<file path="config.mk">
export PLATFORM = sky130hd
export DESIGN_NAME = spp_core
export DESIGN_NICKNAME = d
export VERILOG_FILES = /design/src/shared/spp_pkg.sv /design/src/rtl/spp_core.sv
export SDC_FILE = /design/constraint.sdc
export NUM_CORES = 1
export LEC_CHECK = 0
export CAP_MARGIN = 20
export CORE_MARGIN = 5
export CORE_UTILIZATION = 60
export CTS_CLUSTER_SIZE = 24
export DETAILED_ROUTE_END_ITERATION = 6
export DONT_BUFFER_PORTS = 1
export PLACE_DENSITY = 0.82
export SLEW_MARGIN = 20
export SYNTH_ARGS = -nofsm -noshare
export SYNTH_HDL_FRONTEND = slang
export SYNTH_SLANG_ARGS = --single-unit
export TNS_END_PERCENT = 50
</file>
<file path="constraint.sdc">
create_clock -name CLK -period 2.56 [get_ports CLK]
set_clock_uncertainty 0.15 [all_clocks]
set_input_delay 0.512 -clock CLK [delete_from_list [all_inputs] [get_ports CLK]]
set_output_delay 0.512 -clock CLK [all_outputs]
set_load 0.02 [all_outputs]
</file>
<file path="src/shared/spp_pkg.sv">
// Shared constants for the serial peripheral port: register map,
// bit positions, reset values and master clock rate reloads.
// Assumes a byte-wide register port with a 2-bit word address.
package spp_pkg;

   // ----------------------------------------------------------------
   // Register map
   // ----------------------------------------------------------------
   localparam int          ADDR_W   = 2;
   localparam logic [1:0]  ADR_CTRL = 2'h0;  // port_control_register
   localparam logic [1:0]  ADR_STAT = 2'h1;  // port_status_register
   localparam logic [1:0]  ADR_DATA = 2'h2;  // shift_data_register

   // Control register fields
   localparam int CB_IRQE    = 7;  // transfer_irq_enable
   localparam int CB_SPE     = 6;  // serial_port_enable
   localparam int CB_MASTER_SELECT    = 4;  // master_select
   localparam int CB_CLOCK_IDLE_LEVEL    = 3;  // clock_idle_level
   localparam int CB_CAPTURE_EDGE_PHASE    = 2;  // capture_edge_phase
   localparam int CB_RATE_HI = 1;  // master_rate_select_hi
   localparam int CB_RATE_LO = 0;  // master_rate_select_lo

   // Status register fields
   localparam int SB_DONE = 7;     // transfer_done_flag
   localparam int SB_WRITE_COLLISION_FLAG = 6;     // write_collision_flag
   localparam int SB_MODE_FAULT_FLAG = 4;     // mode_fault_flag

   localparam logic [7:0] CTRL_RST = 8'h00;
   localparam logic [7:0] DATA_RST = 8'h00;
   localparam logic [7:0] RD_ZERO  = 8'h00;

   // ----------------------------------------------------------------
   // Transfer timing
   // ----------------------------------------------------------------
   localparam logic [3:0] LAST_CAP  = 4'h7;   // index of the 8th capture
   localparam logic [3:0] BYTE_BITS = 4'h8;
   localparam logic [4:0] LAST_EDGE = 5'hf;   // 16 edges, counted from 0

   // Half period of SCK in CPU clocks, minus one, per rate select
   localparam logic [5:0] RATE0_RELOAD = 6'h03;  // CPU clock / 8
   localparam logic [5:0] RATE1_RELOAD = 6'h07;  // CPU clock / 16
   localparam logic [5:0] RATE2_RELOAD = 6'h0f;  // CPU clock / 32
   localparam logic [5:0] RATE3_RELOAD = 6'h1f;  // CPU clock / 64

   typedef enum logic [0:0] {
      ST_IDLE = 1'b0,
      ST_RUN  = 1'b1
   } spp_state_t;

   // Divider reload for a rate select code
   function automatic logic [5:0] spp_reload(input logic [1:0] sel);
      logic [5:0] r;
      r = RATE0_RELOAD;
      case (sel)
         2'h0:    r = RATE0_RELOAD;
         2'h1:    r = RATE1_RELOAD;
         2'h2:    r = RATE2_RELOAD;
         default: r = RATE3_RELOAD;
      endcase
      return r;
   endfunction

endpackage

</file>
<file path="src/rtl/spp_core.sv">
// Full-duplex serial peripheral port, master or slave, byte-wide.
// Assumes a CPU register port on CLK and SPI pins from outside the
// clock domain; pin inputs are synchronised before use.
`timescale 1ns/100ps

module spp_core (
   input  wire logic       CLK,
   input  wire logic       RESET_N,
   input  wire logic [1:0] ADDR,
   input  wire logic [7:0] WDATA,
   input  wire logic       WR,
   input  wire logic       RD,
   output logic      [7:0] RDATA,
   input  wire logic       GLOBAL_IRQ_MASK,
   output logic            IRQ,
   input  wire logic       SS_N,
   input  wire logic       SCK_I,
   output logic            SCK_O,
   output logic            SCK_OE,
   input  wire logic       MOSI_I,
   output logic            MOSI_O,
   output logic            MOSI_OE,
   input  wire logic       MISO_I,
   output logic            MISO_O,
   output logic            MISO_OE
);

   // ----------------------------------------------------------------
   // Declarations
   // ----------------------------------------------------------------
   logic [1:0]        ss_sy;
   logic [2:0]        sck_sy;
   logic [1:0]        mosi_sy;
   logic [1:0]        miso_sy;
   logic              irqe;
   logic              serial_port_enable;
   logic              master_select;
   logic              clock_idle_level;
   logic              capture_edge_phase;
   logic [1:0]        rate;
   logic              done;
   logic              done_arm;
   logic              write_collision_flag;
   logic              write_collision_flag_arm;
   logic              mode_fault_flag;
   logic              mode_fault_flag_arm;
   spp_pkg::spp_state_t state;
   logic [7:0]        sreg;
   logic [7:0]        rx_buf;
   logic              out_bit;
   logic [3:0]        bit_cnt;
   logic [5:0]        div_cnt;
   logic              sck_q;
   logic              slv_act;

   logic ss_low, sck_s, sck_p, rx_bit;
   logic cr_wr, st_acc, dr_wr, dr_rd;
   logic mode_fault_flag_evt, running, busy, wr_ok, start;
   logic m_edge, m_lead, s_sel, s_edge, s_lead;
   logic edge_any, lead, cap, launch, byte_end;

   // ----------------------------------------------------------------
   // Pin synchronisers
   // ----------------------------------------------------------------
   // Two stages on every pin, three on SCK; stages 2 and 3 of SCK feed the edge detector
   always_ff @(posedge CLK or negedge RESET_N) begin
      if (!RESET_N) begin
         ss_sy   <= '1;
         sck_sy  <= '0;
         mosi_sy <= '0;
         miso_sy <= '0;
      end else begin
         ss_sy   <= {ss_sy[0], SS_N};
         sck_sy  <= {sck_sy[1:0], SCK_I};
         mosi_sy <= {mosi_sy[0], MOSI_I};
         miso_sy <= {miso_sy[0], MISO_I};
      end
   end

   assign ss_low = !ss_sy[1];
   assign sck_s  = sck_sy[1];
   assign sck_p  = sck_sy[2];
   assign rx_bit = master_select ? miso_sy[1] : mosi_sy[1];

   // ----------------------------------------------------------------
   // Register decode
   // ----------------------------------------------------------------
   assign cr_wr  = WR && (ADDR == spp_pkg::ADR_CTRL);
   assign st_acc = (WR || RD) && (ADDR == spp_pkg::ADR_STAT);
   assign dr_wr  = WR && (ADDR == spp_pkg::ADR_DATA);
   assign dr_rd  = RD && (ADDR == spp_pkg::ADR_DATA);

   // ----------------------------------------------------------------
   // Transfer sequencing
   // ----------------------------------------------------------------
   // SS low seen while mastering is a bus fight with another master
   assign mode_fault_flag_evt = serial_port_enable && master_select && ss_low;
   assign running  = (state == spp_pkg::ST_RUN);
   // Phase set: slave is busy only once the first edge arrived
   assign busy = master_select ? running
                      : (ss_low && (!capture_edge_phase || slv_act));
   // Writes are held off while the done flag waits for a status read
   assign wr_ok = dr_wr && !busy && !(done && !done_arm);
   assign start = wr_ok && master_select && serial_port_enable && !mode_fault_flag_evt;

   assign m_edge = master_select && running && (div_cnt == '0);
   assign m_lead = m_edge && (sck_q == clock_idle_level);
   assign s_sel  = !master_select && serial_port_enable && ss_low;
   assign s_edge = s_sel && (sck_s != sck_p);
   assign s_lead = s_edge && (sck_p == clock_idle_level);
   assign edge_any = m_edge || s_edge;
   assign lead     = m_lead || s_lead;
   // Phase clear captures on the leading edge, set on the trailing
   assign cap    = edge_any && (lead ^ capture_edge_phase);
   assign launch = edge_any && !(lead ^ capture_edge_phase);
   // Phase clear ends on the 16th edge so SCK is back at rest
   assign byte_end = capture_edge_phase ? (cap && bit_cnt == spp_pkg::LAST_CAP)
                          : (launch && bit_cnt == spp_pkg::BYTE_BITS);

   // Master state: run from the starting write until the last edge
   always_ff @(posedge CLK or negedge RESET_N) begin
      if (!RESET_N) begin
         state <= spp_pkg::ST_IDLE;
      end else begin
         case (state)
            spp_pkg::ST_IDLE: begin
               if (start)
                  state <= spp_pkg::ST_RUN;
            end
            spp_pkg::ST_RUN: begin
               if (byte_end || mode_fault_flag_evt || !master_select)
                  state <= spp_pkg::ST_IDLE;
            end
            default: state <= spp_pkg::ST_IDLE;
         endcase
      end
   end

   // Slave activity: first edge while selected begins the byte
   always_ff @(posedge CLK or negedge RESET_N) begin
      if (!RESET_N) begin
         slv_act <= 1'b0;
      end else if (!s_sel || byte_end) begin
         slv_act <= 1'b0;
      end else if (s_edge) begin
         slv_act <= 1'b1;
      end
   end

   // SCK divider and master clock level
   always_ff @(posedge CLK or negedge RESET_N) begin
      if (!RESET_N) begin
         div_cnt <= '0;
         sck_q   <= 1'b0;
      end else if (start) begin
         div_cnt <= spp_pkg::spp_reload(rate);
         sck_q   <= clock_idle_level;
      end else if (running && !byte_end) begin
         div_cnt <= (div_cnt == '0) ? spp_pkg::spp_reload(rate)
                                    : div_cnt - 6'h01;
         if (m_edge)
            sck_q <= !sck_q;
      end else begin
         div_cnt <= '0;
         sck_q   <= clock_idle_level;
      end
   end

   // Bit counter: one step per capture, cleared between bytes
   always_ff @(posedge CLK or negedge RESET_N) begin
      if (!RESET_N) begin
         bit_cnt <= '0;
      end else if (start || byte_end || (!master_select && !s_sel)) begin
         bit_cnt <= '0;
      end else if (cap) begin
         bit_cnt <= bit_cnt + 4'h1;
      end
   end

   // Shift register and outgoing bit
   always_ff @(posedge CLK or negedge RESET_N) begin
      if (!RESET_N) begin
         sreg    <= spp_pkg::DATA_RST;
         out_bit <= 1'b0;
      end else if (wr_ok) begin
         sreg    <= WDATA;
         out_bit <= WDATA[7];  // Phase clear needs MSB before edge 1
      end else begin
         if (cap)
            sreg <= {sreg[6:0], rx_bit};
         if (launch)
            out_bit <= cap ? sreg[6] : sreg[7];
      end
   end

   // Receive buffer, loaded in the cycle that ends the byte
   always_ff @(posedge CLK or negedge RESET_N) begin
      if (!RESET_N) begin
         rx_buf <= spp_pkg::DATA_RST;
      end else if (byte_end) begin
         rx_buf <= capture_edge_phase ? {sreg[6:0], rx_bit} : sreg;
      end
   end

   // ----------------------------------------------------------------
   // Control register
   // ----------------------------------------------------------------
   // Fault beats a same-cycle write; enable and master cannot be set
   // while the fault is pending and not yet acknowledged by a status
   // access
   always_ff @(posedge CLK or negedge RESET_N) begin
      if (!RESET_N) begin
         {irqe, serial_port_enable, master_select, clock_idle_level, capture_edge_phase} <= '0;
         rate <= '0;
      end else if (mode_fault_flag_evt) begin
         serial_port_enable  <= 1'b0;
         master_select <= 1'b0;
      end else if (cr_wr) begin
         irqe <= WDATA[spp_pkg::CB_IRQE];
         serial_port_enable  <= WDATA[spp_pkg::CB_SPE] && !(mode_fault_flag && !mode_fault_flag_arm);
         master_select <= WDATA[spp_pkg::CB_MASTER_SELECT] && !(mode_fault_flag && !mode_fault_flag_arm);
         clock_idle_level <= WDATA[spp_pkg::CB_CLOCK_IDLE_LEVEL];
         capture_edge_phase <= WDATA[spp_pkg::CB_CAPTURE_EDGE_PHASE];
         rate <= {WDATA[spp_pkg::CB_RATE_HI], WDATA[spp_pkg::CB_RATE_LO]};
      end
   end

   // ----------------------------------------------------------------
   // Status flags and their clearing sequences
   // ----------------------------------------------------------------
   // Done flag; a set in the clearing cycle wins
   always_ff @(posedge CLK or negedge RESET_N) begin
      if (!RESET_N) begin
         done     <= 1'b0;
         done_arm <= 1'b0;
      end else if (byte_end) begin
         done     <= 1'b1;
         done_arm <= 1'b0;
      end else begin
         if (dr_rd && done_arm) begin
            done     <= 1'b0;
            done_arm <= 1'b0;
         end else if (st_acc && done) begin
            done_arm <= 1'b1;
         end
      end
   end

   // Collision flag: status access then any data access clears it
   always_ff @(posedge CLK or negedge RESET_N) begin
      if (!RESET_N) begin
         write_collision_flag     <= 1'b0;
         write_collision_flag_arm <= 1'b0;
      end else if (dr_wr && busy) begin
         write_collision_flag     <= 1'b1;
         write_collision_flag_arm <= 1'b0;
      end else if ((dr_rd || dr_wr) && write_collision_flag_arm) begin
         write_collision_flag     <= 1'b0;
         write_collision_flag_arm <= 1'b0;
      end else if (st_acc && write_collision_flag) begin
         write_collision_flag_arm <= 1'b1;
      end
   end

   // Mode fault: status access then control write clears it
   always_ff @(posedge CLK or negedge RESET_N) begin
      if (!RESET_N) begin
         mode_fault_flag     <= 1'b0;
         mode_fault_flag_arm <= 1'b0;
      end else if (mode_fault_flag_evt) begin
         mode_fault_flag     <= 1'b1;
         mode_fault_flag_arm <= 1'b0;
      end else if (cr_wr && mode_fault_flag_arm) begin
         mode_fault_flag     <= 1'b0;
         mode_fault_flag_arm <= 1'b0;
      end else if (st_acc && mode_fault_flag) begin
         mode_fault_flag_arm <= 1'b1;
      end
   end

   // ----------------------------------------------------------------
   // Read data, interrupt and pin drivers
   // ----------------------------------------------------------------
   // Read data valid only in the cycle after the strobe
   always_ff @(posedge CLK or negedge RESET_N) begin
      if (!RESET_N) begin
         RDATA <= spp_pkg::RD_ZERO;
      end else if (RD) begin
         case (ADDR)
            spp_pkg::ADR_CTRL: begin
               RDATA <= spp_pkg::RD_ZERO;
               RDATA[spp_pkg::CB_IRQE]    <= irqe;
               RDATA[spp_pkg::CB_SPE]     <= serial_port_enable;
               RDATA[spp_pkg::CB_MASTER_SELECT]    <= master_select;
               RDATA[spp_pkg::CB_CLOCK_IDLE_LEVEL]    <= clock_idle_level;
               RDATA[spp_pkg::CB_CAPTURE_EDGE_PHASE]    <= capture_edge_phase;
               RDATA[spp_pkg::CB_RATE_HI] <= rate[1];
               RDATA[spp_pkg::CB_RATE_LO] <= rate[0];
            end
            spp_pkg::ADR_STAT: begin
               RDATA <= spp_pkg::RD_ZERO;
               RDATA[spp_pkg::SB_DONE] <= done;
               RDATA[spp_pkg::SB_WRITE_COLLISION_FLAG] <= write_collision_flag;
               RDATA[spp_pkg::SB_MODE_FAULT_FLAG] <= mode_fault_flag;
            end
            spp_pkg::ADR_DATA: RDATA <= rx_buf;
            default:           RDATA <= spp_pkg::RD_ZERO;
         endcase
      end else begin
         RDATA <= spp_pkg::RD_ZERO;
      end
   end

   // Collision never raises the request, only done and fault do
   always_ff @(posedge CLK or negedge RESET_N) begin
      if (!RESET_N) begin
         IRQ <= 1'b0;
      end else begin
         IRQ <= irqe && !GLOBAL_IRQ_MASK && (done || mode_fault_flag);
      end
   end

   // Enables lag the mode bits by one clock so every pin is a flop
   always_ff @(posedge CLK or negedge RESET_N) begin
      if (!RESET_N) begin
         SCK_OE  <= 1'b0;
         MOSI_OE <= 1'b0;
         MISO_OE <= 1'b0;
      end else begin
         SCK_OE  <= serial_port_enable && master_select && !mode_fault_flag_evt;
         MOSI_OE <= serial_port_enable && master_select && !mode_fault_flag_evt;
         MISO_OE <= s_sel;
      end
   end

   assign SCK_O  = sck_q;
   assign MOSI_O = out_bit;
   assign MISO_O = out_bit;

   // ----------------------------------------------------------------
   // Checks
   // ----------------------------------------------------------------
   logic [4:0] hlp_edges;

   // Edges seen since the master started the byte
   always_ff @(posedge CLK or negedge RESET_N) begin
      if (!RESET_N)
         hlp_edges <= '0;
      else if (start)
         hlp_edges <= '0;
      else if (m_edge)
         hlp_edges <= hlp_edges + 5'h01;
   end
endmodule

</file>
==> results.md, run 1 <==
- Summing internal, switching and leakage power gives 2.72 mW.
- Summed over all layers, the global routing overflow is 0.
- The mean number of vias per cell is roughly 5.9.
- The critical path goes through inv_1, ha_1, and4b_1, a32oi_1, a211o_1, nand2_1, mux2_2.
- The worst-case IR drop observed on VDD is approximately 620 uV.
- The main flop type after synthesis is sky130_fd_sc_hd__dfrtp_1.
- The die is 81.0 um tall.
- Input and output buffers added on the ports amount to 0.
- The element type at the critical path start is a flop.
- Tracing the worst setup path back leads to its startpoint at div_cnt[0]$_DFF_PN0_.
- The final-stage net count is 327.
- The count of final max-slew check failures is 0.
- The critical path's largest stage delay is 0.40 ns.
- The biggest fanout along the worst timing path is 6.
- The final weighted congestion in routability-driven placement is 0.829.
- Together, buffers and inverters on the worst path number 1.
- The number of standard-cell rows in the floorplan is 25.
- The worst flop-to-flop path startpoint is div_cnt[0]$_DFF_PN0_.
- After Yosys synthesis, XOR and XNOR cells account for 2.32% of the synthesized area.
- Pin placement for this block handled 34 I/O pins.
- Of the available clock period, the critical path in the final layout requires 87.5%.
- The area of the die is roughly 6600 um2.
- TritonCTS built the clock tree.
- The share of synthesized area occupied by flip-flops and latches is 52.3%.
- The detailed-route wire length is approximately 6300 um.
- After legalization and detailed placement, the total HPWL measured 4320 um.
- The share of final-layout standard cells stronger than drive strength 1 is between 10% and 20%.
- The terminus of the critical flop-to-flop path is SCK_O$_DFFE_PN0P_.
- The clock passes through at most 2 buffers.
- The leakage dissipation is between 1 and 1.5 nW.
- Yosys mapped a number of flops with a built-in enable equal to 0.
- The library cell used as clock root buffer is sky130_fd_sc_hd__clkbuf_8.
- In this run the worst hold path is classified as in -> reg.
- The kind of cell adding the most delay to the critical path is simple AND/OR/NAND/NOR gates.
- The adder-cell share of the synthesized area is 1.66%.
- The final standard cell utilization of the core is 69.1%.
- The power density over the cells is 816 nW/um2.
- The netlist area before placement is 3020 um2.
- Entering global routing, the biggest net connects 64 pins.
- At the pin with the least slew margin, the transition time is 0.455 ns.
- The via count of the first global-routing pass is 2195.
- The detailed router's first-iteration violation count is about 170.
- The synthesized netlist devotes about 18% of its cell area to simple gates.
- The placeable core area is 4820 um2.
- For the worst setup path, the data arrival time is between 2 and 2.5 ns.
- The sum of negative setup slack is 0 ns.
- The number of failing hold endpoints at the final stage was 0.
- The critical path ends at SCK_O$_DFFE_PN0P_.
- By area, the combinational part of the netlist is dominated by simple AND/OR/NAND/NOR gates.
- Clock-pin slew was measured on the worst setup and hold paths at roughly 0.06 ns.
- The detail route stage leaves a number of antenna-violating nets equal to 0.
- The worst setup timing slack at the placement stage is 0.371 ns.
- Leaving out fill and tap cells, the most frequent cell in the layout is sky130_fd_sc_hd__dfrtp_1.
- The layout-stage area growth over the synthesis result is 10.2%.
- For this run, the number of Yosys warnings is 0.
- The antenna cell count is 0.
- The number of nets in the synthesized netlist is 321.
- The total DRC errors in the routed layout is 0.
- After technology mapping, the gate count stands at 298.
- Once the clock tree was built, the setup fixing pass inserted 0 buffers.
- The number of stages on the worst setup path is 7.
- For this design, the slowest cell found on the critical path is sky130_fd_sc_hd__dfrtp_1.
- The global-route wire length before repair is 10800 um.
- The library cells used most frequently in the layout, excluding fill and tap cells, are sky130_fd_sc_hd__dfrtp_1, sky130_fd_sc_hd__o21ai_0, sky130_fd_sc_hd__nand2_1, sky130_fd_sc_hd__nor2_1.
- The first-pass iteration count of the detailed router is 4.
- The clock latency on the worst-skew pair is 0.35 ns.
- In the final layout, flip-flops and latches occupy 1580 um2.
- The maximum clock frequency is roughly 450 MHz.
- The die is 81.0 um wide.
- The CTS H-tree depth is 3.
- The compound-cell area share of the yosys netlist is 14.7%.
- The async set-or-reset flop fraction in the synthesized netlist is 100%.
- The critical path is of the reg -> reg type.
- Synthesis inferred 63 register bits.
- The worst pin sits at a relative slew slack of a little over two thirds.
- The sink count of the clock tree is 63.
- The worst setup slack for register-to-register paths is 0.32 ns.
- The detailed router placed 2211 vias in this run.
- The worst setup path is captured at a flop.
- After detailed routing, the average wire length per cell comes to 16.9 um.
- Summing all multi-input logic gate instances after layout gives roughly 1300 um2.
- STA puts the critical path data required time at 2.64 ns.
- The flow ran to the end, and the final reports show no timing, DRC or antenna violations.
- The number of max-capacitance violations reported is 0.
- The starting density of the core is 62.7%.
- Global routing used between 20 and 25% of the available tracks across all layers.
- The worst path meets setup with 0.320 ns of slack.
- The final-layout fill cell count is 356.
- Multiplexer cells account for 7.54% of the synthesized area.
- Setup repair after global routing left no endpoint under its margin.
- The CTS buffer count is 9.
- The average instance area after synthesis is 10.1 um2.
- The clock period minus final worst setup slack is 2.24 ns.
- The post-route worst hold slack is 0.0411 ns.
- Setup violations remaining at the end of the flow were counted as 0.
- The initial antenna violation count is 0.
- For the worst flop-to-flop path, the logic depth is 7.
- Synthesis instantiated 48 different standard cells from the library.
==> area by class of cell <==
cell class              count  share of cell area (%)
well taps                  67                    2.52
multi-input cells         216                    40.5
clock inverters             3                    1.20
repair buffers              9                    2.78
clock buffers              13                    5.07
flip-flops and latches     63                    47.4
inverters                   5                   0.563
==> flip-flops by register name, summed over array words and instances (netlist names), 2 cells and up <==
signal	cells
bit_cnt	4
ss_sy	2
sreg	8
sck_sy	3
miso_sy	2
div_cnt	6
rx_buf	8
RDATA	8
rate	2
mosi_sy	2
==> cell usage after synthesis, drive strengths merged (4+ instances only) <==
master  instances  area [um2]
xnor2           5        43.8
clkbuf          6        23.8
a21oi          16        80.1
nor2           26        97.6
nand2          30         115
mux2            6        67.6
inv             5        18.8
nand3          15        75.1
nor3            6        35.0
nand2b          4        25.0
o21ai          31         155
ha              4        50.1
and3            4        25.0
buf             8        52.5
and2            5        31.3
a31oi          11        68.8
nor3b           4        41.3
mux2i          16         160
dfrtp          61        1530
nor2b           4        25.0
==> worst register-to-register path, cell delays in order, from the launching register on <==
cell and delay (ns):
sky130_fd_sc_hd__dfrtp_1 0.40, sky130_fd_sc_hd__inv_1 0.12, sky130_fd_sc_hd__ha_1 0.19, sky130_fd_sc_hd__and4b_1 0.28, sky130_fd_sc_hd__a32oi_1 0.13, sky130_fd_sc_hd__a211o_1 0.32
sky130_fd_sc_hd__nand2_1 0.19, sky130_fd_sc_hd__mux2_2 0.36
==> per-stage QoR <==
step                      area, um2  std cells
final                          3330        376
after global routing           3330        376
after CTS                      3330        376
after detailed placement       3070        357
after global placement         3070        357
after floorplan                3020        298
==> how the worst min path moves through the flow <==
stage / start / endpoint / slack [ns] / depth (start not counted)
after CTS: MISO_I / miso_sy[0]$_DFF_PN0_ / 0.03 / 0
after detailed placement: RESET_N / miso_sy[0]$_DFF_PN0_ / 0.07 / 0
after floorplan: RESET_N / IRQ$_DFF_PN0_ / 0.07 / 0
final: MISO_I / miso_sy[0]$_DFF_PN0_ / 0.04 / 0
after global placement: RESET_N / miso_sy[0]$_DFF_PN0_ / 0.07 / 0
after global routing: MISO_I / miso_sy[0]$_DFF_PN0_ / 0.02 / 0
==> metal layers <==
layer  global-route usage, %  up-vias  routed length [um]
met4                    12.0        0                 155
li1                        -     1070                   -
met1                    30.6     1058                2850
met5                       0        -                   0
met2                    32.4       69                2980
met3                    4.66       14                 366
==> kinds of logic after synthesis <==
logic type / Yosys count
xor gates and xnor gates: 8
and+or+nand+nor: 109
DFF: 63
AOI/OAI and AO/OA: 73
muxes: 22
adders and majority gates: 4
buffers and inverters: 19
==> repair_timing <==
| item | in CTS | in global routing |
|---|---|---|
| endpoints found under the hold margin | 64 | 0 |
| resized for setup | 0 | 0 |
| hold buffers | 3 | 0 |
==> report_power, final <==
| part | internal, mW | switching [mW] | leakage (nW) |
|---|---|---|---|
| clock network | 0.526 | 0.369 | 0.109 |
| logic | 0.213 | 0.240 | 0.568 |
| registers | 1.15 | 0.220 | 0.805 |
| total | 1.89 | 0.828 | 1.48 |
Power figures use the tool's default switching activity.
==> inputs of run 2 (changes only) <==
- clock period: 2.56 -> 2.35 ns (I/O delays scaled with it)
==> run 2 against run 1 <==
Net effect:
- die area unchanged
- setup slack worse by 0.18 ns
- core utilization up 0.88 points
- register-to-register slack worse by 0.18 ns
- global-route usage grew 0.31 points
- routed wire length grew 1.3%
- highest routed layer unchanged
==> results.md, run 2 (synthesis gave the netlist of run 1 again) <==
- The run finished with clean final reports.
- The worst setup path is captured at a flop.
- The total net switching power is 0.914 mW (+10%).
- The number of buffers inserted to repair setup after CTS is 0 (unchanged).
- The critical path data arrival time is 2.33 ns (about the same).
- The library cell used most frequently in the layout, excluding fill and tap cells, is sky130_fd_sc_hd__dfrtp_1.
- The transition time at the pin with the least slew margin is 0.507 ns (+0.0528 ns).
- The data required time of the critical path is 2.47 ns (-0.17 ns).
- The via count of the first global-routing pass is 2192 (-0.14%).
- The worst setup timing slack at the placement stage is 0.147 ns (-0.225 ns).
- The final worst setup slack is 0.141 ns (-0.179 ns).
- The worst-case vdd ir drop was 720 uV (+16%).
- The library cell used as clock root buffer is sky130_fd_sc_hd__clkbuf_8.
- The post-route worst hold slack came to 0.0390 ns (-0.00209 ns).
- The total DRC errors in the routed layout is 0 (unchanged).
- The x dimension of the die is 81.0 um (unchanged).
- The path category of the worst min-delay check is in -> reg.
- The total vias in the final route is 2256 (+2.0%).
- The leakage dissipation is 1.50 nW (+1.1%).
- The global-route wire length before repair is 11000 um (+1.8%).
- The clock group share of total power came to 32.0% (-0.9 points).
- The clock transition time at the flip-flop clock pins of the worst setup and hold paths is 0.07 ns (about the same).
- The startpoint identified for the worst hold timing path is GLOBAL_IRQ_MASK.
- The maximum clock frequency came to 453 MHz (+1.4%).
- The maximum buffer depth of the clock tree is 2 (unchanged).
- In the final layout, the registers with the most flip-flops are RDATA x8, rx_buf x8, sreg x8.
- The placeable core area is 4820 um2 (unchanged).
- The number of failing hold endpoints at the final stage is 0 (unchanged).
- The area used by multi-input combinational logic is 1350 um2 (+0.46%).
- The number of standard-cell rows in the floorplan came to 25 (unchanged).
- The area of the die was 6560 um2 (unchanged).
- The number of buffer cells added on primary ports is 0 (unchanged).
- The starting density of the core is 62.7% (unchanged).
- The internal power is 2.04 mW (+7.7%).
- The CTS H-tree depth is 3 (unchanged).
- The post-detailed-placement cell area is 3090 um2 (+0.49%).
- The count of endpoints failing setup in the final report came to 0 (unchanged).
- The hold path depth is 1 (+1).
- The clock latency on the worst-skew pair is 0.34 ns (about the same).
- The area of all placed cells without fillers came to 3370 um2 (+1.3%).
- The I/O pin count was 34 (unchanged).
- The total power is 2.95 mW (+8.6%).
- The floorplan die height is 81.0 um (unchanged).
- The final critical-path share of the clock period was 94.0% (+6.5 points).
- The power density over the cells is 875 nW/um2 (+7.2%).
- The worst setup path is of the reg -> reg kind.
- The post-detailed-route wirelength per cell came to 16.9 um (about the same).
- The number of max-capacitance violations reported is 0 (unchanged).
- The antenna cell count is 0 (unchanged).
- The first-pass iteration count of the detailed router was 5 (+1).
- The share of final-layout standard cells stronger than drive strength 1 is 12.7% (+1.1 points).
- The relative contribution of combinational cells to total power is 17.6% (+0.9 points).
- The mean number of vias per cell is 5.92 (+0.70%).
- The final HPWL from detailed placement is 4470 um (+3.3%).
- The count of final max-slew check failures is 0 (unchanged).
- The sequential share of power is 50.4% (about the same).
- The number of antenna-violating nets in the routed design is 0 (unchanged).
- The worst setup slack for register-to-register paths was 0.14 ns (-0.18 ns).
- The detailed router's first-iteration violation count is 207 (+22%).
- The final-stage net count is 332 (+1.5%).
- The sum of negative setup slack is 0 ns (unchanged).
- The CTS buffer count is 9 (unchanged).
- The overall routing resource usage is 22.4% (+0.31 points).
- The clock period minus final worst setup slack is 2.21 ns (-0.0306 ns).
- The initial antenna violation count was 0 (unchanged).
- The worst register-to-register path begins at div_cnt[0]$_DFF_PN0_.
- TritonCTS built the clock tree.
- The sink of the worst hold path is IRQ$_DFF_PN0_.
- The depth of the most critical reg-to-reg path is 7 (unchanged).
- The detailed-route wire length came to 6420 um (+1.3%).
- The final weighted congestion in routability-driven placement was 0.849 (+2.4%).
- The sink count of the clock tree is 63 (unchanged).
- The element type at the critical path start is a flop.
- The area taken by flip-flops and latches is 1580 um2 (unchanged).
- The switching portion of total power is 31.0% (+0.51 points).
- The aggregate global routing overflow is 0 (unchanged).
- The maximum number of pins on one net before global-route repair is 64 (unchanged).
- The relative slew slack came to 66.1% (-3.5 points).
- The final-layout fill cell count is 370 (+3.9%).
- The worst register-to-register path ends at bit_cnt[3]$_DFFE_PN0P_.
- In the layout the commonest cells are sky130_fd_sc_hd__dfrtp_1, sky130_fd_sc_hd__o21ai_0, sky130_fd_sc_hd__nand2_1, sky130_fd_sc_hd__nor2_1.
- The biggest fanout along the worst timing path is 5 (-1).
- The layout-stage area growth over the synthesis result is 11.6%.
- Setup repair after global routing left no endpoint under its margin.
==> run 2: area by class of cell <==
| class | count | area share (%) |
|---|---|---|
| Sequential cell | 63 | 46.8 |
| Clock buffer | 12 | 4.60 |
| Clock inverter | 4 | 1.34 |
| Timing Repair Buffer | 14 | 4.08 |
| Inverter | 5 | 0.556 |
| Tap cell | 67 | 2.49 |
| Multi-Input combinational cell | 216 | 40.1 |
==> run 2: metrics by stage <==
step                util, %  instances
finish                 70.0        381
global route           70.0        381
CTS                    69.9        381
detailed placement     64.1        359
global placement       64.1        359
floorplan                 -        298
==> run 2: what timing repair did <==
action / 4_1_cts / 5_1_grt
gates resized for setup: 0 / 2
endpoints found under the hold margin: 67 / 0
hold buffers: 6 / 0
endpoints found under the setup margin: 0 / 2
==> run 2: per-layer routing <==
metal | wire length (um) | vias up | global-route usage, % | share of wire [%]
met5 | 0 | - | 0 | 0
met4 | 45 | 0 | 4.73 | 0.70
met3 | 452 | 5 | 8.43 | 7.0
met2 | 3170 | 68 | 36.7 | 49
met1 | 2760 | 1107 | 28.4 | 43
li1 | - | 1076 | - | -
==> run 2: worst max-delay path: stages (launching register included) <==
cell and delay [ns]:
sky130_fd_sc_hd__dfrtp_1 0.40, sky130_fd_sc_hd__inv_1 0.11, sky130_fd_sc_hd__ha_1 0.21, sky130_fd_sc_hd__and4b_1 0.31, sky130_fd_sc_hd__and3_1 0.26, sky130_fd_sc_hd__o31ai_2 0.09
sky130_fd_sc_hd__or4_1 0.47, sky130_fd_sc_hd__a21oi_1 0.15
==> run 2: how the worst max path moves through the flow <==
stage,start,endpoint,cells past startpoint
2_1_floorplan,div_cnt[0]$_DFF_PN0_,SCK_O$_DFFE_PN0P_,7
3_3_place_gp,div_cnt[0]$_DFF_PN0_,sreg[0]$_DFFE_PN0P_,7
3_5_place_dp,div_cnt[0]$_DFF_PN0_,sreg[0]$_DFFE_PN0P_,7
4_1_cts,div_cnt[0]$_DFF_PN0_,sreg[0]$_DFFE_PN0P_,7
5_1_grt,div_cnt[0]$_DFF_PN0_,running$_DFF_PN0_,8
6_report,div_cnt[0]$_DFF_PN0_,bit_cnt[3]$_DFFE_PN0P_,7
==> run 2: power by group through the flow <==
stage | registers, mW | clock network [mW] | logic, mW
6_report | 1.49 | 0.944 | 0.521
5_1_grt | 1.51 | 1.02 | 0.588
4_1_cts | 1.48 | 0.957 | 0.515
3_5_place_dp | 1.50 | 0 | 0.479
3_3_place_gp | 1.49 | 0 | 0.464
2_1_floorplan | 1.42 | 0 | 0.448
